### config.mk
export PLATFORM = sky130hd
export DESIGN_NAME = kmm_top
export DESIGN_NICKNAME = d
export VERILOG_FILES = /design/src/kmm_pkg.sv /design/src/kmm_top.sv /design/src/kmm_nvmem.sv
export SDC_FILE = /design/constraint.sdc
export NUM_CORES = 1
export LEC_CHECK = 0
export BUFFER_PORTS_ARGS = -buffer_cell sky130_fd_sc_hd__buf_2
export CELL_PAD_IN_SITES_DETAIL_PLACEMENT = 0
export CELL_PAD_IN_SITES_GLOBAL_PLACEMENT = 1
export CORE_UTILIZATION = 40
export DETAILED_ROUTE_END_ITERATION = 8
export PLACE_DENSITY = 0.8
export SLEW_MARGIN = 40
export SYNTH_ARGS = -nofsm -noshare
export SYNTH_HDL_FRONTEND = slang
export SYNTH_HIERARCHICAL = 1
export SYNTH_SLANG_ARGS = --single-unit
### constraint.sdc
create_clock -name pclk -period 5.3 [get_ports pclk]
set_clock_uncertainty 0.15 [all_clocks]
set_input_delay 0.795 -clock pclk [delete_from_list [all_inputs] [get_ports pclk]]
set_output_delay 0.795 -clock pclk [all_outputs]
set_load 0.005 [all_outputs]
### src/kmm_pkg.sv
/* Shared definitions of the keypad mode and menu controller: timebase,
   hold times, menu limits, diagnostic codes, register map and carriers.
   Assumes pclk runs at 40 MHz. */
package kmm_pkg;
  // ----------------------------------------------------------------
  // Timebase and hold times
  // ----------------------------------------------------------------
  localparam int CLK_MHZ = 40;
  localparam int MS_US = 1000;
  localparam int MS_CYCLES = MS_US * CLK_MHZ;
  localparam int DEBOUNCE_MS = 20;
  localparam int BOOT_SAMPLE_MS = DEBOUNCE_MS + 2;
  localparam int HOLD_TEST_MS = 2000;
  localparam int HOLD_USER_MS = 3000;
  localparam int SOL_PULSE_MS = 500;

  // ----------------------------------------------------------------
  // Menu limits and test page
  // ----------------------------------------------------------------
  localparam int DENSITY_MAX = 4;
  localparam logic [2:0] DENSITY_RST = 3'h0;
  localparam int SIZE_COUNT = 14;
  localparam logic [3:0] TRAY_RST = 4'h0;
  localparam int GRID_PITCH_DOTS = 128;

  // ----------------------------------------------------------------
  // Diagnostic codes in numeric order, then the table in selection order
  // ----------------------------------------------------------------
  localparam logic [7:0] DG_EXIT = 8'h00;
  localparam logic [7:0] DG_SENSOR = 8'h02;
  localparam logic [7:0] DG_FUSER_SET = 8'h07;
  localparam logic [7:0] DG_FUSER_ACT = 8'h08;
  localparam logic [7:0] DG_PRINT_COUNT = 8'h30;
  localparam logic [7:0] DG_SOL_TRAY0 = 8'h80;
  localparam logic [7:0] DG_SOL_TRAY1 = 8'h81;
  localparam logic [7:0] DG_TURN_UPPER = 8'h84;
  localparam logic [7:0] DG_TURN_LOWER = 8'h85;
  localparam logic [7:0] DG_SOL_TRAY2 = 8'h86;
  localparam logic [7:0] DG_MOTOR = 8'h90;
  localparam logic [7:0] DG_HV_FIRST = 8'h91;
  localparam int DIAG_COUNT = 16;
  localparam logic [7:0] DIAG_TABLE [DIAG_COUNT] = '{
    DG_PRINT_COUNT, DG_SENSOR, DG_FUSER_SET, DG_FUSER_ACT,
    DG_SOL_TRAY0, DG_SOL_TRAY1, DG_SOL_TRAY2, DG_TURN_UPPER,
    DG_TURN_LOWER, DG_MOTOR, 8'h91, 8'h92, 8'h93, 8'h94, 8'h95,
    DG_EXIT};
  localparam int SOL_TRAY0 = 0;
  localparam int SOL_TRAY1 = 1;
  localparam int SOL_TRAY2 = 2;
  localparam int SOL_UPPER = 3;
  localparam int SOL_LOWER = 4;

  // ----------------------------------------------------------------
  // APB register map and settings store
  // ----------------------------------------------------------------
  localparam logic [11:0] ADDR_STATUS = 12'h000;
  localparam logic [11:0] ADDR_CTRL = 12'h004;
  localparam logic [11:0] ADDR_SETTINGS = 12'h008;
  localparam logic [11:0] ADDR_COUNT = 12'h00c;
  localparam int CTRL_AT_TEMP = 0;
  localparam int CTRL_FAULT = 1;
  localparam int CTRL_MEM_ERR = 2;
  localparam int CTRL_PAGE_DONE = 3;
  localparam logic [2:0] CTRL_RST = 3'h0;
  localparam logic [1:0] NV_DENSITY = 2'h0;
  localparam logic [1:0] NV_TRAY = 2'h1;

  // ----------------------------------------------------------------
  // Types
  // ----------------------------------------------------------------
  typedef enum logic [2:0] {
    MODE_BOOT, MODE_HOLD, MODE_NORMAL, MODE_USER, MODE_TEST, MODE_DIAG
  } kmm_mode_type;
  typedef enum logic [3:0] {
    MSG_BLANK, MSG_WAIT, MSG_READY, MSG_DENSITY, MSG_TRAY,
    MSG_TEST_WAIT, MSG_TEST_READY, MSG_DIAG_SEL, MSG_DIAG_RUN
  } kmm_msg_type;
  typedef struct packed {
    logic fuser_heat;
    logic main_motor;
    logic scanner_motor;
    logic [4:0] solenoid;
    logic [4:0] hv;
  } kmm_act_type;
  typedef struct packed {
    kmm_msg_type msg;
    logic [15:0] val;
  } kmm_disp_type;
endpackage : kmm_pkg

### src/kmm_top.sv
/* Keypad mode and menu controller: boot mode pick from the held key,
   settings menu, test print, diagnostics, APB status/control.
   Assumes keys arrive raw from pins; raster ticks are on pclk.
// Function
// - No key: controller mode, heat, motor, wait/ready
// - Mode latched at power-on until power cycle
// - Key 2 over 3 s: settings, density
// - Key 2 toggles density and tray size
// - Key 1 steps density 0 to 4, wraps
// - Density kept nonvolatile, drives laser intensity
// - Fourteen tray sizes, kept nonvolatile
// - Key 1 steps tray list, wraps
// - Key 2 held 2 s then released: test print
// - Test print shows wait/ready with count
// - Key 1 starts/stops printing; scanner always on
// - Engine draws 128-dot grid inside border
// - Key 1 at power-on: diagnostics, code 30
// - Memory check error refuses diagnostics
// - Codes 80, 81, 85 pulse 500 ms
// - Display codes 30, 02, 07, 08
// - Codes 84, 85, 86 solenoids, 90 motor
// - Codes 91 to 95 enable high voltage
*/
// Design decisions made here: the placing of the registers and the APB register port.
`timescale 1ns/1ps
module kmm_top import kmm_pkg::*; #(
  parameter int MS_CYC = MS_CYCLES,
  parameter int PAGE_DOTS = 2400,
  parameter int PAGE_LINES = 3300,
  parameter int BORDER_DOTS = 47,
  parameter int POS_W = 13
) (
  // Clock, reset, enable
  input wire logic pclk,
  input wire logic presetn,
  input wire logic ce,
  // APB slave
  input wire logic [11:0] paddr,
  input wire logic psel,
  input wire logic penable,
  input wire logic pwrite,
  input wire logic [31:0] pwdata,
  output logic [31:0] prdata,
  output logic pready,
  output logic pslverr,
  // Service keypad pins
  input wire logic key1_in,
  input wire logic key2_in,
  // Raster timing
  input wire logic dot_tick,
  input wire logic line_tick,
  input wire logic page_start,
  // Engine drives and display
  output kmm_act_type act,
  output kmm_disp_type disp,
  output logic [2:0] laser_level,
  output logic [3:0] tray_size,
  output logic test_dot
);
  localparam int MSW = $clog2(MS_CYC);
  localparam int GL = $clog2(GRID_PITCH_DOTS);

  kmm_mode_type mode_r;
  kmm_act_type act_r;
  kmm_disp_type disp_r;
  logic [MSW-1:0] ms_cnt_r;
  logic ms_tick;
  logic [1:0] key_raw, key_db, key_prev_r, press;
  logic [11:0] hold_ms_r;
  logic [1:0] ld_step_r, nv_raddr, nv_waddr_r;
  logic ld_done, nv_we_r, opt_r, ready, printing_r, running_r;
  logic [7:0] nv_wdata_r, nv_rdata, run_code_r, sel_code;
  logic [2:0] density_r, next_density, ctrl_r, laser_r;
  logic [3:0] tray_r, next_tray, tray_out_r, sel_r;
  logic page_pulse_r, sol_live, test_dot_r;
  logic [15:0] test_cnt_r, total_cnt_r;
  logic [9:0] sol_ms_r;
  logic [31:0] prdata_r;
  logic pready_r, pslverr_r;
  logic [POS_W-1:0] x_r, y_r, x_off, y_off;
  logic in_x, in_y;

  // ----------------------------------------------------------------
  // Millisecond timebase and key conditioning
  // ----------------------------------------------------------------
  // Free-running millisecond divider from reset release
  always_ff @(posedge pclk or negedge presetn) begin
    if (!presetn) begin
      ms_cnt_r <= '0;
    end else if (ce) begin
      ms_cnt_r <= ms_tick ? '0 : ms_cnt_r + 1'b1;
    end
  end
  assign ms_tick = (ms_cnt_r == MSW'(MS_CYC - 1));

  assign key_raw = {key2_in, key1_in};
  for (genvar g = 0; g < 2; g++) begin : g_key
    logic s1_r, s2_r, db_r;
    logic [4:0] cnt_r;
    // Two-flop sync, then accept after a stable debounce interval
    always_ff @(posedge pclk or negedge presetn) begin
      if (!presetn) begin
        s1_r <= 1'b0;
        s2_r <= 1'b0;
        db_r <= 1'b0;
        cnt_r <= '0;
      end else if (ce) begin
        s1_r <= key_raw[g];
        s2_r <= s1_r;
        if (s2_r == db_r) begin
          cnt_r <= '0;
        end else if (ms_tick) begin
          if (cnt_r == 5'(DEBOUNCE_MS - 1)) begin
            db_r <= s2_r;
            cnt_r <= '0;
          end else begin
            cnt_r <= cnt_r + 5'h01;
          end
        end
      end
    end
    assign key_db[g] = db_r;
  end

  // Press edge detect on debounced keys
  always_ff @(posedge pclk or negedge presetn) begin
    if (!presetn) begin
      key_prev_r <= 2'h0;
    end else if (ce) begin
      key_prev_r <= key_db;
    end
  end
  assign press = key_db & ~key_prev_r;

  // ----------------------------------------------------------------
  // Power-on mode selection
  // ----------------------------------------------------------------
  // Hold timer from power-on, then a one-way pick of the mode
  always_ff @(posedge pclk or negedge presetn) begin
    if (!presetn) begin
      mode_r <= MODE_BOOT;
      hold_ms_r <= 12'h000;
    end else if (ce) begin
      if (ms_tick && hold_ms_r != 12'hfff) begin
        hold_ms_r <= hold_ms_r + 12'h001;
      end
      case (mode_r)
        MODE_BOOT: begin
          if (ld_done && hold_ms_r >= 12'(BOOT_SAMPLE_MS)) begin
            if (key_db[0]) begin
              mode_r <= ctrl_r[CTRL_MEM_ERR] ? MODE_NORMAL : MODE_DIAG;
            end else if (key_db[1]) begin
              mode_r <= MODE_HOLD;
            end else begin
              mode_r <= MODE_NORMAL;
            end
          end
        end
        MODE_HOLD: begin
          if (hold_ms_r > 12'(HOLD_USER_MS)) begin
            mode_r <= MODE_USER;
          end else if (!key_db[1]) begin
            mode_r <= (hold_ms_r >= 12'(HOLD_TEST_MS)) ?
                      MODE_TEST : MODE_NORMAL;
          end
        end
        default: mode_r <= mode_r;
      endcase
    end
  end

  // ----------------------------------------------------------------
  // Settings menu and nonvolatile store
  // ----------------------------------------------------------------
  assign ld_done = (ld_step_r == 2'h3);
  assign nv_raddr = (ld_step_r == 2'h0) ? NV_DENSITY : NV_TRAY;
  assign next_density = (density_r == 3'(DENSITY_MAX)) ?
                        3'h0 : density_r + 3'h1;
  assign next_tray = (tray_r == 4'(SIZE_COUNT - 1)) ?
                     4'h0 : tray_r + 4'h1;

  // Loader steps through the stored settings after reset
  always_ff @(posedge pclk or negedge presetn) begin
    if (!presetn) begin
      ld_step_r <= 2'h0;
    end else if (ce && !ld_done) begin
      ld_step_r <= ld_step_r + 2'h1;
    end
  end

  // Menu state, reload from store and write-back on each change
  always_ff @(posedge pclk or negedge presetn) begin
    if (!presetn) begin
      density_r <= DENSITY_RST;
      tray_r <= TRAY_RST;
      opt_r <= 1'b0;
      nv_we_r <= 1'b0;
      nv_waddr_r <= NV_DENSITY;
      nv_wdata_r <= 8'h00;
    end else if (ce) begin
      nv_we_r <= 1'b0;
      if (ld_step_r == 2'h1) begin
        density_r <= (nv_rdata[2:0] > 3'(DENSITY_MAX)) ?
                     DENSITY_RST : nv_rdata[2:0];
      end else if (ld_step_r == 2'h2) begin
        tray_r <= (nv_rdata[3:0] >= 4'(SIZE_COUNT)) ?
                  TRAY_RST : nv_rdata[3:0];
      end else if (mode_r == MODE_USER) begin
        if (press[1]) begin
          opt_r <= ~opt_r;
        end else if (press[0] && !opt_r) begin
          density_r <= next_density;
          nv_we_r <= 1'b1;
          nv_waddr_r <= NV_DENSITY;
          nv_wdata_r <= {5'h00, next_density};
        end else if (press[0]) begin
          tray_r <= next_tray;
          nv_we_r <= 1'b1;
          nv_waddr_r <= NV_TRAY;
          nv_wdata_r <= {4'h0, next_tray};
        end
      end
    end
  end

  kmm_nvmem #(.W(8), .DEPTH(4)) u_nvmem (
    .clk(pclk),
    .rst_n(presetn),
    .ce(ce),
    .we(nv_we_r),
    .waddr(nv_waddr_r),
    .wdata(nv_wdata_r),
    .raddr(nv_raddr),
    .rdata(nv_rdata)
  );

  // ----------------------------------------------------------------
  // Test print mode
  // ----------------------------------------------------------------
  assign ready = ctrl_r[CTRL_AT_TEMP] && !ctrl_r[CTRL_FAULT];

  // Start/stop and page counters
  always_ff @(posedge pclk or negedge presetn) begin
    if (!presetn) begin
      printing_r <= 1'b0;
      test_cnt_r <= 16'h0000;
      total_cnt_r <= 16'h0000;
    end else if (ce) begin
      if (mode_r == MODE_TEST && press[0] && ready) begin
        printing_r <= ~printing_r;
      end else if (!ready) begin
        printing_r <= 1'b0;
      end
      if (page_pulse_r) begin
        total_cnt_r <= total_cnt_r + 16'h0001;
        if (printing_r) begin
          test_cnt_r <= test_cnt_r + 16'h0001;
        end
      end
    end
  end

  // Grid generator: one-dot lines every pitch inside the border
  assign x_off = x_r - POS_W'(BORDER_DOTS);
  assign y_off = y_r - POS_W'(BORDER_DOTS);
  assign in_x = x_r >= POS_W'(BORDER_DOTS) &&
                x_r < POS_W'(PAGE_DOTS - BORDER_DOTS);
  assign in_y = y_r >= POS_W'(BORDER_DOTS) &&
                y_r < POS_W'(PAGE_LINES - BORDER_DOTS);
  always_ff @(posedge pclk or negedge presetn) begin
    if (!presetn) begin
      x_r <= '0;
      y_r <= '0;
      test_dot_r <= 1'b0;
    end else if (ce) begin
      if (page_start) begin
        x_r <= '0;
        y_r <= '0;
      end else if (line_tick) begin
        x_r <= '0;
        y_r <= y_r + 1'b1;
      end else if (dot_tick) begin
        x_r <= x_r + 1'b1;
      end
      test_dot_r <= printing_r && dot_tick && in_x && in_y &&
                    (x_off[GL-1:0] == '0 || y_off[GL-1:0] == '0);
    end
  end

  // ----------------------------------------------------------------
  // Diagnostics
  // ----------------------------------------------------------------
  assign sel_code = DIAG_TABLE[sel_r];
  assign sol_live = sol_ms_r < 10'(SOL_PULSE_MS);

  // Code selection, run and exit through code 00
  always_ff @(posedge pclk or negedge presetn) begin
    if (!presetn) begin
      sel_r <= 4'h0;
      running_r <= 1'b0;
      run_code_r <= DG_EXIT;
      sol_ms_r <= 10'h000;
    end else if (ce && mode_r == MODE_DIAG) begin
      if (running_r && ms_tick && sol_live) begin
        sol_ms_r <= sol_ms_r + 10'h001;
      end
      if (press[1]) begin
        sel_r <= (sel_r == 4'(DIAG_COUNT - 1)) ? 4'h0 : sel_r + 4'h1;
      end else if (press[0]) begin
        if (sel_code == DG_EXIT) begin
          running_r <= 1'b0;
          run_code_r <= DG_EXIT;
        end else if (!running_r) begin
          running_r <= 1'b1;
          run_code_r <= sel_code;
          sol_ms_r <= 10'h000;
        end
      end
    end
  end

  // Engine drives by mode and running code
  always_ff @(posedge pclk or negedge presetn) begin
    if (!presetn) begin
      act_r <= '0;
    end else if (ce) begin
      act_r.fuser_heat <= mode_r == MODE_NORMAL || mode_r == MODE_TEST;
      act_r.main_motor <= mode_r == MODE_NORMAL ||
                          mode_r == MODE_TEST ||
                          (running_r && run_code_r == DG_MOTOR);
      act_r.scanner_motor <= mode_r == MODE_TEST;
      act_r.solenoid[SOL_TRAY0] <= running_r && sol_live &&
                                   run_code_r == DG_SOL_TRAY0;
      act_r.solenoid[SOL_TRAY1] <= running_r && sol_live &&
                                   run_code_r == DG_SOL_TRAY1;
      act_r.solenoid[SOL_LOWER] <= running_r && sol_live &&
                                   run_code_r == DG_TURN_LOWER;
      act_r.solenoid[SOL_UPPER] <= running_r &&
                                   run_code_r == DG_TURN_UPPER;
      act_r.solenoid[SOL_TRAY2] <= running_r &&
                                   run_code_r == DG_SOL_TRAY2;
      for (int i = 0; i < 5; i++) begin
        act_r.hv[i] <= running_r &&
                       run_code_r == DG_HV_FIRST + 8'(i);
      end
    end
  end

  // ----------------------------------------------------------------
  // Display and settings outputs
  // ----------------------------------------------------------------
  // Message and value per mode
  always_ff @(posedge pclk or negedge presetn) begin
    if (!presetn) begin
      disp_r <= '0;
      laser_r <= DENSITY_RST;
      tray_out_r <= TRAY_RST;
    end else if (ce) begin
      laser_r <= density_r;
      tray_out_r <= tray_r;
      disp_r.val <= 16'h0000;
      case (mode_r)
        MODE_NORMAL: disp_r.msg <= ready ? MSG_READY : MSG_WAIT;
        MODE_USER: begin
          disp_r.msg <= opt_r ? MSG_TRAY : MSG_DENSITY;
          disp_r.val <= opt_r ? {12'h000, tray_r} : {13'h0, density_r};
        end
        MODE_TEST: begin
          disp_r.msg <= ready ? MSG_TEST_READY : MSG_TEST_WAIT;
          disp_r.val <= test_cnt_r;
        end
        MODE_DIAG: begin
          disp_r.msg <= running_r ? MSG_DIAG_RUN : MSG_DIAG_SEL;
          disp_r.val <= (running_r && run_code_r == DG_PRINT_COUNT) ?
                        total_cnt_r : {run_code_r, sel_code};
        end
        default: disp_r.msg <= MSG_BLANK;
      endcase
    end
  end

  // ----------------------------------------------------------------
  // APB slave
  // ----------------------------------------------------------------
  // Decode in setup, answer in a one-cycle access phase
  always_ff @(posedge pclk or negedge presetn) begin
    if (!presetn) begin
      pready_r <= 1'b0;
      pslverr_r <= 1'b0;
      prdata_r <= 32'h0000_0000;
      ctrl_r <= CTRL_RST;
      page_pulse_r <= 1'b0;
    end else if (ce) begin
      page_pulse_r <= 1'b0;
      pready_r <= psel && !penable;
      if (psel && !penable) begin
        pslverr_r <= !(paddr inside {ADDR_STATUS, ADDR_CTRL,
                                     ADDR_SETTINGS, ADDR_COUNT});
        case (paddr)
          ADDR_STATUS: prdata_r <= {20'h00000, disp_r.msg, mode_r, opt_r,
                                    running_r, printing_r, ready, ld_done};
          ADDR_CTRL: prdata_r <= {29'h0, ctrl_r};
          ADDR_SETTINGS: prdata_r <= {20'h00000, tray_r, 5'h00, density_r};
          ADDR_COUNT: prdata_r <= {test_cnt_r, total_cnt_r};
          default: prdata_r <= 32'h0000_0000;
        endcase
      end
      if (psel && penable && pready_r && pwrite && paddr == ADDR_CTRL) begin
        ctrl_r <= pwdata[2:0];
        page_pulse_r <= pwdata[CTRL_PAGE_DONE];
      end
    end
  end

  assign prdata = prdata_r;
  assign pready = pready_r;
  assign pslverr = pslverr_r;
  assign act = act_r;
  assign disp = disp_r;
  assign laser_level = laser_r;
  assign tray_size = tray_out_r;
  assign test_dot = test_dot_r;
endmodule : kmm_top

### src/kmm_nvmem.sv
/* Small settings store standing in for the nonvolatile memory.
   Contents are not touched by presetn; read data leave a register. */
`timescale 1ns/1ps
module kmm_nvmem #(
  parameter int W = 8,
  parameter int DEPTH = 4,
  parameter int AW = $clog2(DEPTH)
) (
  // Clock, reset, enable
  input wire logic clk,
  input wire logic rst_n,
  input wire logic ce,
  // Write port
  input wire logic we,
  input wire logic [AW-1:0] waddr,
  input wire logic [W-1:0] wdata,
  // Read port
  input wire logic [AW-1:0] raddr,
  output logic [W-1:0] rdata
);
  // Blank store at first power-up only
  logic [W-1:0] mem [DEPTH] = '{default: '0};

  // Write port, kept across engine resets
  always_ff @(posedge clk) begin
    if (ce && we) begin
      mem[waddr] <= wdata;
    end
  end

  // Registered read
  always_ff @(posedge clk or negedge rst_n) begin
    if (!rst_n) begin
      rdata <= '0;
    end else if (ce) begin
      rdata <= mem[raddr];
    end
  end
endmodule : kmm_nvmem

==> run_summary.xml, run 1 <==
<?xml version="1.0" encoding="UTF-8"?>
<metrics>
  <group name="critical_path">
    <metric name="required_time_of_the_critical_path" unit="ns">5.55</metric>
    <metric name="reg2reg_slack" unit="ns">2.27</metric>
    <metric name="critical_path_buf_inv_count" unit="">1</metric>
    <metric name="rr_startpoint" unit="">sel_r[0]</metric>
    <metric name="cp_slowest_cell" unit="">sky130_fd_sc_hd__or4b_1</metric>
    <metric name="crit_start" unit="">sel_r[0]</metric>
    <metric name="r2r.worst_path.cells" unit="">6</metric>
    <metric name="crit_path_launch_type" unit="">flip-flop</metric>
    <metric name="r2r-end" unit="">run_code_r[0]</metric>
    <metric name="critical_path.top_delay_family" unit="">multiplexers</metric>
    <metric name="timing.critical_path.slowest_cell_delay" unit="ns">0.59</metric>
    <metric name="worst_setup_path_endpoint" unit="">run_code_r[0]</metric>
    <metric name="critPathKind" unit="">flip-flop to flip-flop</metric>
    <metric name="timing.critical_path.depth" unit="">6</metric>
    <metric name="critical_path_arrival" unit="ns">3.28</metric>
    <metric name="cp_max_fo" unit="">7</metric>
    <metric name="end_kind" unit="">flip-flop</metric>
    <metric name="cp_cell_sequence" unit="">inv_1 &gt; ha_1 &gt; mux4_2 &gt; or4b_1 &gt; a21o_1 &gt; mux2_4</metric>
  </group>
  <group name="cts">
    <metric name="cts_tree" unit="">done</metric>
    <metric name="cts-resized-gates" unit="">0</metric>
    <metric name="cts-hold-fix-buffers" unit="">0</metric>
    <metric name="post-cts-setup-buffers" unit="">0</metric>
    <metric name="clock_sinks" unit="">245</metric>
    <metric name="h-tree-depth" unit="">1</metric>
    <metric name="cts-root-to-sink-buffers" unit="">3</metric>
    <metric name="tritoncts.num_buffers" unit="">26</metric>
    <metric name="clock_tree.root_cell" unit="">sky130_fd_sc_hd__clkbuf_16</metric>
    <metric name="clock_latency" unit="ns">0.53</metric>
    <metric name="cts.clk_slew.worst_paths" unit="ns">0.06</metric>
  </group>
  <group name="sta">
    <metric name="fin_crit" unit="ns">3.03</metric>
    <metric name="max-slew-margin-rel" unit="%">44.6</metric>
    <metric name="timing_hold_violations_final" unit="">0</metric>
    <metric name="final_min_period_over_clock_period" unit="%">57.1</metric>
    <metric name="unrepaired_setup_endpoints_after_global_routing" unit="">no</metric>
    <metric name="tightest_pin_transition" unit="ns">0.829</metric>
    <metric name="final.setup.worst_slack" unit="ns">2.27</metric>
    <metric name="timing.fmax" unit="GHz">0.330</metric>
    <metric name="setup-violations-final" unit="">0</metric>
    <metric name="timing_max_transition_violations_final" unit="">0</metric>
    <metric name="fin_setup_tns" unit="ns">0</metric>
  </group>
  <group name="route">
    <metric name="wire_per_inst" unit="µm">16.9</metric>
    <metric name="avgViaCountPerCell" unit="">5.52</metric>
    <metric name="drtAntennaViolNets" unit="">0</metric>
    <metric name="detail_route.wirelength" unit="µm">28300</metric>
    <metric name="detailedRoute.firstPassIterationCount" unit="">5</metric>
    <metric name="first_iter_violations" unit="">677</metric>
    <metric name="detailroute.via_count" unit="">9247</metric>
    <metric name="count_of_unresolved_drc_violations_after_routing" unit="">0</metric>
  </group>
  <group name="global_routing">
    <metric name="grt_antenna_before_repair" unit="">0</metric>
    <metric name="grt_first_pass_wirelength" unit="µm">46400</metric>
    <metric name="grt_use_total" unit="%">18.2</metric>
    <metric name="grt_max_degree" unit="">106</metric>
    <metric name="via_count_of_the_first_global_routing_pass" unit="">8804</metric>
    <metric name="grt_remaining_overflow" unit="">0</metric>
  </group>
  <group name="cells_and_area">
    <metric name="most_common_cell_after_layout_fill_and_taps_aside" unit="">sky130_fd_sc_hd__dfrtp_1</metric>
    <metric name="area.growth.synth_to_final" unit="%">14.1</metric>
    <metric name="mostFrequentLayoutCells" unit="">sky130_fd_sc_hd__dfrtp_1 (229), sky130_fd_sc_hd__nand2_1 (101), sky130_fd_sc_hd__buf_2 (99)</metric>
    <metric name="filler_cell_count" unit="">2844</metric>
    <metric name="layoutNonFillerInstCount" unit="">1675</metric>
    <metric name="final_layout_size_suffix_gt1_share" unit="%">18.3</metric>
    <metric name="final_util" unit="%">46.9</metric>
    <metric name="diodes" unit="">0</metric>
    <metric name="finish.net_count" unit="">1345</metric>
  </group>
  <group name="yosys">
    <metric name="mappedNetlistArea" unit="µm²">12300</metric>
    <metric name="yosys_warnings" unit="">6</metric>
    <metric name="synth.avg_cell_area" unit="µm²">10.4</metric>
    <metric name="post_synth_inst_count" unit="">1184</metric>
  </group>
  <group name="placement">
    <metric name="place_hpwl" unit="µm">19900</metric>
    <metric name="gp_routability_congestion" unit="">0.891</metric>
    <metric name="placement.io_buffers" unit="">101</metric>
    <metric name="placed_cells" unit="">1628</metric>
    <metric name="post-place-ws" unit="ns">2.06</metric>
  </group>
  <group name="power_and_ir_drop">
    <metric name="vdd.ir_drop.worst" unit="µV">295</metric>
    <metric name="tot_pwr" unit="W">0.00483</metric>
    <metric name="leakage_dissipation" unit="nW">6.40</metric>
    <metric name="power_per_cell_area" unit="nW/µm²">344</metric>
  </group>
  <group name="floorplanning">
    <metric name="core_region_area" unit="µm²">30000</metric>
    <metric name="placement_rows" unit="">63</metric>
    <metric name="die_y" unit="µm">177</metric>
    <metric name="boundaryPins" unit="">130</metric>
    <metric name="chipWidth" unit="µm">177</metric>
    <metric name="die_area" unit="µm²">31500</metric>
    <metric name="initial_core_utilization" unit="%">41.1</metric>
  </group>
  <group name="status">
    <metric name="status" unit="">finished clean</metric>
  </group>
  <group name="flow_run">
    <metric name="cap_viol_max_count" unit="">0</metric>
  </group>
  <group name="hold_path">
    <metric name="hp-class" unit="">primary input to async pin</metric>
  </group>
</metrics>
power by group:
| group | switching (W) | internal [W] | leakage (nW) |
|---|---|---|---|
| logic | 0.000417 | 0.000316 | 2.71 |
| registers | 0.000208 | 0.00203 | 3.24 |
| clock network | 0.000733 | 0.00113 | 0.446 |
| total | 0.00136 | 0.00347 | 6.40 |
how the worst min path moves through the flow:
stage	to	slack [ns]	cells after the start
2_1_floorplan	ms_cnt_r[13]	0.31	1
3_3_place_gp	prdata[0]	0.31	2
3_5_place_dp	prdata[10]	0.32	2
4_1_cts	prdata[28]	0.14	1
5_1_grt	prdata[26]	0.16	1
6_report	prdata[26]	0.09	1
sequential cells by signal (all words and copies together), names as in the netlist, 4 cells and up:
signal         flops
sol_ms_r          10
nv_wdata_r         4
g_key.cnt_r       10
act               13
test_cnt_r        16
disp              20
y_r               13
prdata            32
tray_r             4
total_cnt_r       16
x_r               13
tray_size          4
run_code_r         7
hold_ms_r         12
ms_cnt_r          16
u_nvmem/rdata      4
sel_r              4
u_nvmem/mem       16
area by class of cell:
| cell class | instances | area, µm² | area share, % |
|---|---|---|---|
| timing repair buffer | 109 | 591 | 4.21 |
| sequential | 245 | 6210 | 44.2 |
| clock buffer | 42 | 842 | 6.00 |
| clock inverter | 5 | 50.0 | 0.357 |
| tap | 390 | 488 | 3.48 |
| inverter | 58 | 218 | 1.55 |
| multi-input combinational | 826 | 5640 | 40.2 |
through the flow:
stage / cell area [µm²] / hold WS (ns)
after floorplan: 12300 / 0.305
after global placement: 13100 / 0.309
after detailed placement: 13100 / 0.321
after CTS: 14000 / 0.137
after global routing: 14000 / 0.157
final: 14000 / 0.0878
per-layer routing:
metal	wire length, µm	global-route usage (%)	vias to the layer above
li1	-	-	4438
met1	13700	26.9	4578
met2	12700	28.0	193
met3	1320	2.85	38
met4	545	4.27	0
met5	0	0	-
(Power assumes the default switching activity.)
==> run 2: changes to the inputs <==
PLACE_DENSITY = 0.82   (was 0.8)
clock period = 2.6 ns   (was 5.3 ns; I/O delays follow)
==> run 2 against run 1 <==
  * The run now ends with setup timing left
  * Count of clock-buffer cells in the layout down 4
  * Global-route usage up 0.55 points
  * Routed wire length up 2.5%
  * Die area unchanged
  * Highest routed layer unchanged
  * Power up 110%
  * Core utilization up 1.7 points
==> run_summary.xml, run 2 (same netlist as run 1, synthesis figures left out) <==
<?xml version="1.0" encoding="UTF-8"?>
<metrics>
  <group name="sta">
    <metric name="fin_setup_tns" unit="ns">-0.0227</metric>
    <metric name="final_min_period_over_clock_period" unit="%">100</metric>
    <metric name="setup-violations-final" unit="">5</metric>
    <metric name="tightest_pin_transition" unit="ns">0.810</metric>
    <metric name="unrepaired_setup_endpoints_after_global_routing" unit="">yes</metric>
    <metric name="final.setup.worst_slack" unit="ns">-0.00800</metric>
    <metric name="max-slew-margin-rel" unit="%">45.9</metric>
    <metric name="timing_hold_violations_final" unit="">0</metric>
    <metric name="fin_crit" unit="ns">2.61</metric>
    <metric name="timing.fmax" unit="GHz">0.383</metric>
    <metric name="timing_max_transition_violations_final" unit="">0</metric>
  </group>
  <group name="global_routing">
    <metric name="grt_antenna_before_repair" unit="">1</metric>
    <metric name="globalRoute.busiestLayer" unit="">met2</metric>
    <metric name="grt_use_met2" unit="%">29.2</metric>
    <metric name="grt_max_degree" unit="">63</metric>
    <metric name="via_count_of_the_first_global_routing_pass" unit="">9181</metric>
    <metric name="grt_use_total" unit="%">18.8</metric>
    <metric name="grt_remaining_overflow" unit="">0</metric>
    <metric name="grt_first_pass_wirelength" unit="µm">47700</metric>
    <metric name="grt_use_met1" unit="%">26.7</metric>
    <metric name="grtUsageMet3" unit="%">3.75</metric>
  </group>
  <group name="cells_and_area">
    <metric name="most_common_cell_after_layout_fill_and_taps_aside" unit="">sky130_fd_sc_hd__dfrtp_1</metric>
    <metric name="mostFrequentLayoutCells" unit="">sky130_fd_sc_hd__dfrtp_1 (228), sky130_fd_sc_hd__nand2_1 (101), sky130_fd_sc_hd__buf_2 (99)</metric>
    <metric name="finish.net_count" unit="">1400</metric>
    <metric name="layoutNonFillerInstCount" unit="">1731</metric>
    <metric name="filler_cell_count" unit="">2786</metric>
    <metric name="largest_register_ffs" unit="">32</metric>
    <metric name="final_layout_size_suffix_gt1_share" unit="%">21.3</metric>
    <metric name="area.growth.synth_to_final" unit="%">18.2</metric>
  </group>
  <group name="route">
    <metric name="detailroute.via_count" unit="">9414</metric>
    <metric name="detailedRoute.firstPassIterationCount" unit="">5</metric>
    <metric name="detail_route.wirelength" unit="µm">29000</metric>
    <metric name="count_of_unresolved_drc_violations_after_routing" unit="">0</metric>
    <metric name="drtAntennaViolNets" unit="">0</metric>
    <metric name="wire_per_inst" unit="µm">16.7</metric>
    <metric name="avgViaCountPerCell" unit="">5.44</metric>
    <metric name="first_iter_violations" unit="">671</metric>
  </group>
  <group name="floorplanning">
    <metric name="boundaryPins" unit="">130</metric>
    <metric name="die_area" unit="µm²">31500</metric>
    <metric name="core_region_area" unit="µm²">30000</metric>
    <metric name="chipWidth" unit="µm">177</metric>
    <metric name="die_y" unit="µm">177</metric>
    <metric name="initial_core_utilization" unit="%">41.1</metric>
    <metric name="placement_rows" unit="">63</metric>
  </group>
  <group name="cts">
    <metric name="clock_sinks" unit="">245</metric>
    <metric name="cts_tree" unit="">done</metric>
    <metric name="tritoncts.num_buffers" unit="">27</metric>
    <metric name="clock_latency" unit="ns">0.54</metric>
    <metric name="h-tree-depth" unit="">1</metric>
    <metric name="cts.clk_slew.worst_paths" unit="ns">0.06</metric>
    <metric name="cts-root-to-sink-buffers" unit="">3</metric>
    <metric name="clock_tree.root_cell" unit="">sky130_fd_sc_hd__clkbuf_16</metric>
  </group>
  <group name="critical_path">
    <metric name="critical_path_arrival" unit="ns">2.88</metric>
    <metric name="required_time_of_the_critical_path" unit="ns">2.87</metric>
    <metric name="end_kind" unit="">flip-flop</metric>
    <metric name="cp_max_fo" unit="">7</metric>
    <metric name="crit_path_launch_type" unit="">flip-flop</metric>
    <metric name="critPathKind" unit="">flip-flop to flip-flop</metric>
  </group>
  <group name="placement">
    <metric name="place_hpwl" unit="µm">21000</metric>
    <metric name="placed_cells" unit="">1667</metric>
    <metric name="gp_routability_congestion" unit="">0.892</metric>
    <metric name="post-place-ws" unit="ns">-0.0766</metric>
    <metric name="placement.io_buffers" unit="">101</metric>
  </group>
  <group name="power_and_ir_drop">
    <metric name="tot_pwr" unit="W">0.0100</metric>
    <metric name="power_per_cell_area" unit="nW/µm²">689</metric>
    <metric name="leakage_dissipation" unit="nW">6.67</metric>
    <metric name="vdd.ir_drop.worst" unit="µV">527</metric>
  </group>
  <group name="hold_path">
    <metric name="hp-class" unit="">primary input to flip-flop</metric>
  </group>
  <group name="status">
    <metric name="violated_checks" unit="">setup timing</metric>
    <metric name="status" unit="">finished with violations</metric>
  </group>
  <group name="flow_run">
    <metric name="cap_viol_max_count" unit="">0</metric>
  </group>
</metrics>
[run 2: repair_timing]
| action | 4_1_cts | 5_1_grt |
|---|---|---|
| cloned | 0 | 0 |
| endpoints found under the setup margin | 7 | 10 |
| setup buffers | 4 | 2 |
| hold buffers | 9 | 0 |
| endpoints found under the hold margin | 64 | 0 |
| resized for setup | 3 | 3 |
| pin swaps | 3 | 3 |
[run 2: per-stage QoR]
step | area (µm²) | hold WS [ns] | utilization, %
4_1_cts | 14500 | 0.0116 | 48.5
6_report | 14500 | 0.0349 | 48.6
5_1_grt | 14500 | 0.0646 | 48.6
3_3_place_gp | 13500 | 0.218 | 45.0
3_5_place_dp | 13500 | 0.223 | 45.0
2_1_floorplan | 12300 | -0.0556 | -
[run 2: where the power goes]
group | internal [W] | leakage (nW) | switching (W)
Clock | 0.00237 | 0.452 | 0.00153
Sequential | 0.00413 | 3.24 | 0.000423
Combinational | 0.000702 | 2.97 | 0.000874
[run 2: worst paths after layout]
path	cells after the start	end	slack (ns)	startpoint
min reg2reg	2	prdata[5]	0.33	prdata[5]
max in group asynchronous	3	x_r[6]	1.34	presetn
max	6	run_code_r[7]	-0.008	sel_r[0]
min in group asynchronous	2	prdata[30]	0.25	presetn
min	4	prdata[0]	0.03	paddr[4]
max reg2reg	6	run_code_r[7]	-0.008	sel_r[0]
[run 2: layout make-up]
cell class	instances	area, µm²	area share (%)
diodes	1	2.50	0.0172
flip-flops and latches	245	6210	42.7
repair buffers	163	1060	7.28
well taps	390	488	3.35
multi-input cells	826	5660	38.9
clock inverters	10	129	0.886
inverters	58	218	1.50
clock buffers	38	777	5.34
[run 2: routing by layer]
layer	wire length (µm)	vias to the layer above
met5	0	-
met4	633	0
met3	1730	50
met2	13000	226
met1	13600	4600
li1	-	4538
[run 2: worst max-delay path, stage by stage (launching register included)]
cell	delay, ns
sky130_fd_sc_hd__dfrtp_1	0.41
sky130_fd_sc_hd__inv_2	0.12
sky130_fd_sc_hd__ha_4	0.22
sky130_fd_sc_hd__mux4_2	0.47
sky130_fd_sc_hd__or4b_4	0.56
sky130_fd_sc_hd__a21o_4	0.27
sky130_fd_sc_hd__mux2_4	0.30
==> run 3: changes to the inputs <==
SETUP_SLACK_MARGIN = 0.4   (was not set)
==> run 3 against run 2 <==
  * The flow now finishes without violations
  * Core utilization increased by 1.3 points
  * First-iteration DRC count decreased by 1.3%
  * Combinational power increased by 4%
  * Routed wire length increased by 2.8%
  * Die area unchanged
  * Sequential share of layout area decreased by 1.1 points
  * Register-to-register slack about the same
  * Non-clock buffer count increased by 12
  * Via count increased by 1.8%
  * Flip-flop and latch count unchanged
==> run_summary.xml, run 3 (same netlist as run 1, synthesis figures left out) <==
<?xml version="1.0" encoding="UTF-8"?>
<metrics>
  <group name="placement">
    <metric name="placed_cells" unit="">1671</metric>
    <metric name="gp_routability_congestion" unit="">0.884</metric>
    <metric name="placement.io_buffers" unit="">101</metric>
    <metric name="placement.cell_area" unit="µm²">13500</metric>
    <metric name="place_hpwl" unit="µm">21000</metric>
    <metric name="post-place-ws" unit="ns">-0.0603</metric>
  </group>
  <group name="power_and_ir_drop">
    <metric name="tot_pwr" unit="W">0.0105</metric>
    <metric name="power_per_cell_area" unit="nW/µm²">705</metric>
    <metric name="vdd.ir_drop.worst" unit="µV">459</metric>
    <metric name="leakage_dissipation" unit="nW">6.81</metric>
  </group>
  <group name="cts">
    <metric name="h-tree-depth" unit="">1</metric>
    <metric name="clock_sinks" unit="">245</metric>
    <metric name="clock_tree.root_cell" unit="">sky130_fd_sc_hd__clkbuf_16</metric>
    <metric name="cts-root-to-sink-buffers" unit="">3</metric>
    <metric name="tritoncts.num_buffers" unit="">27</metric>
    <metric name="clock_latency" unit="ns">0.54</metric>
    <metric name="cts.clk_slew.worst_paths" unit="ns">0.06</metric>
    <metric name="cts_tree" unit="">done</metric>
  </group>
  <group name="cells_and_area">
    <metric name="mostFrequentLayoutCells" unit="">sky130_fd_sc_hd__dfrtp_1 (226), sky130_fd_sc_hd__nand2_1 (101), sky130_fd_sc_hd__buf_2 (99)</metric>
    <metric name="largest_register_ffs" unit="">32</metric>
    <metric name="filler_cell_count" unit="">2725</metric>
    <metric name="post-route-cell-area" unit="µm²">14900</metric>
    <metric name="most_common_cell_after_layout_fill_and_taps_aside" unit="">sky130_fd_sc_hd__dfrtp_1</metric>
    <metric name="final-seq-area" unit="µm²">6210</metric>
    <metric name="final_layout_size_suffix_gt1_share" unit="%">23.9</metric>
    <metric name="layoutNonFillerInstCount" unit="">1745</metric>
    <metric name="multiInputGateArea" unit="µm²">5820</metric>
    <metric name="finish.net_count" unit="">1413</metric>
    <metric name="area.growth.synth_to_final" unit="%">21.4</metric>
  </group>
  <group name="sta">
    <metric name="timing_hold_violations_final" unit="">0</metric>
    <metric name="setup-violations-final" unit="">0</metric>
    <metric name="unrepaired_setup_endpoints_after_global_routing" unit="">yes</metric>
    <metric name="timing_max_transition_violations_final" unit="">0</metric>
    <metric name="tightest_pin_transition" unit="ns">0.750</metric>
    <metric name="max-slew-margin-rel" unit="%">49.7</metric>
    <metric name="final.setup.worst_slack" unit="ns">0.00138</metric>
    <metric name="fin_crit" unit="ns">2.60</metric>
    <metric name="final_min_period_over_clock_period" unit="%">99.9</metric>
    <metric name="fin_setup_tns" unit="ns">0</metric>
    <metric name="timing.fmax" unit="GHz">0.385</metric>
  </group>
  <group name="critical_path">
    <metric name="required_time_of_the_critical_path" unit="ns">2.88</metric>
    <metric name="critPathKind" unit="">flip-flop to flip-flop</metric>
    <metric name="end_kind" unit="">flip-flop</metric>
    <metric name="critical_path_arrival" unit="ns">2.88</metric>
    <metric name="cp_max_fo" unit="">7</metric>
    <metric name="crit_path_launch_type" unit="">flip-flop</metric>
  </group>
  <group name="status">
    <metric name="status" unit="">finished clean</metric>
  </group>
  <group name="floorplanning">
    <metric name="die_area" unit="µm²">31500</metric>
    <metric name="chipWidth" unit="µm">177</metric>
    <metric name="core_region_area" unit="µm²">30000</metric>
    <metric name="die_y" unit="µm">177</metric>
    <metric name="boundaryPins" unit="">130</metric>
    <metric name="initial_core_utilization" unit="%">41.1</metric>
    <metric name="placement_rows" unit="">63</metric>
  </group>
  <group name="route">
    <metric name="detail_route.wirelength" unit="µm">29800</metric>
    <metric name="avgViaCountPerCell" unit="">5.49</metric>
    <metric name="first_iter_violations" unit="">662</metric>
    <metric name="drtAntennaViolNets" unit="">0</metric>
    <metric name="detailedRoute.firstPassIterationCount" unit="">5</metric>
    <metric name="count_of_unresolved_drc_violations_after_routing" unit="">0</metric>
    <metric name="wire_per_inst" unit="µm">17.1</metric>
    <metric name="detailroute.via_count" unit="">9584</metric>
  </group>
  <group name="global_routing">
    <metric name="grt_remaining_overflow" unit="">0</metric>
    <metric name="grt_first_pass_wirelength" unit="µm">47900</metric>
    <metric name="grt_use_total" unit="%">18.8</metric>
    <metric name="grt_max_degree" unit="">84</metric>
    <metric name="grt_antenna_before_repair" unit="">1</metric>
    <metric name="via_count_of_the_first_global_routing_pass" unit="">9261</metric>
  </group>
  <group name="flow_run">
    <metric name="cap_viol_max_count" unit="">0</metric>
  </group>
  <group name="hold_path">
    <metric name="hp-class" unit="">primary input to flip-flop</metric>
  </group>
</metrics>
-- run 3: cell types whose count changed in the layout (fill, tap and decap cells not counted), moves of 3 or more --
cell / delta
sky130_fd_sc_hd__nor4_1: -5
sky130_fd_sc_hd__clkinv_2: -4
sky130_fd_sc_hd__nor3b_2: -3
sky130_fd_sc_hd__ha_2: +3
sky130_fd_sc_hd__bufinv_16: +4
sky130_fd_sc_hd__nor3b_4: +4
sky130_fd_sc_hd__buf_4: +7
sky130_fd_sc_hd__nor4_2: +3
-- run 3: layout make-up --
class                           count  area share (%)
Antenna cell                        1          0.0167
Multi-Input combinational cell    827            38.9
Tap cell                          390            3.27
Inverter                           58            1.46
Sequential cell                   245            41.6
Clock buffer                       38            5.20
Clock inverter                     11            1.59
Timing Repair Buffer              175            7.93
-- run 3: per-layer routing --
layer / vias to the layer above / share of wire (%) / GRT usage (%)
li1: 4567 / - / -
met2: 216 / 46 / 29.8
met3: 42 / 5.9 / 3.60
met4: 0 / 1.8 / 4.59
met1: 4759 / 47 / 26.5
met5: - / 0 / 0
-- run 3: timing repair --
action	CTS	global route
hold buffers	10	0
pin swaps	1	12
endpoints found under the setup margin	27	77
resized for setup	9	38
setup buffers	3	10
gates cloned	0	1
endpoints found under the hold margin	81	0
-- run 3: critical path, stage by stage, from the launching register on --
cell                      delay [ns]
sky130_fd_sc_hd__dfrtp_1        0.43
sky130_fd_sc_hd__inv_2          0.10
sky130_fd_sc_hd__ha_4           0.20
sky130_fd_sc_hd__mux4_2         0.47
sky130_fd_sc_hd__or4b_4         0.56
sky130_fd_sc_hd__a21o_4         0.27
sky130_fd_sc_hd__mux2_4         0.30
-- run 3: final timing paths --
| kind | startpoint | end | slack [ns] | depth (start not counted) |
|---|---|---|---|---|
| setup / recovery | sel_r[1] | run_code_r[4] | 0.001 | 6 |
| hold / removal | paddr[1] | prdata[2] | 0.02 | 4 |
| setup reg to reg | sel_r[1] | run_code_r[4] | 0.001 | 6 |
| hold reg to reg | prdata[6] | prdata[6] | 0.32 | 2 |
| max in group asynchronous | presetn | x_r[0] | 1.20 | 3 |
| min in group asynchronous | presetn | prdata[27] | 0.28 | 2 |
-- run 3: where the power goes --
group          leakage (nW)  switching, W  internal [W]
logic                  3.07      0.000893      0.000747
clock network         0.497       0.00156       0.00277
registers              3.24      0.000427       0.00413
-- run 3: per-stage QoR --
stage	hold slack, ns	util, %
after floorplan	-0.0556	-
after global placement	0.296	45.1
after detailed placement	0.297	45.1
after CTS	0.00428	49.0
after global routing	0.0450	49.9
final	0.0237	49.9
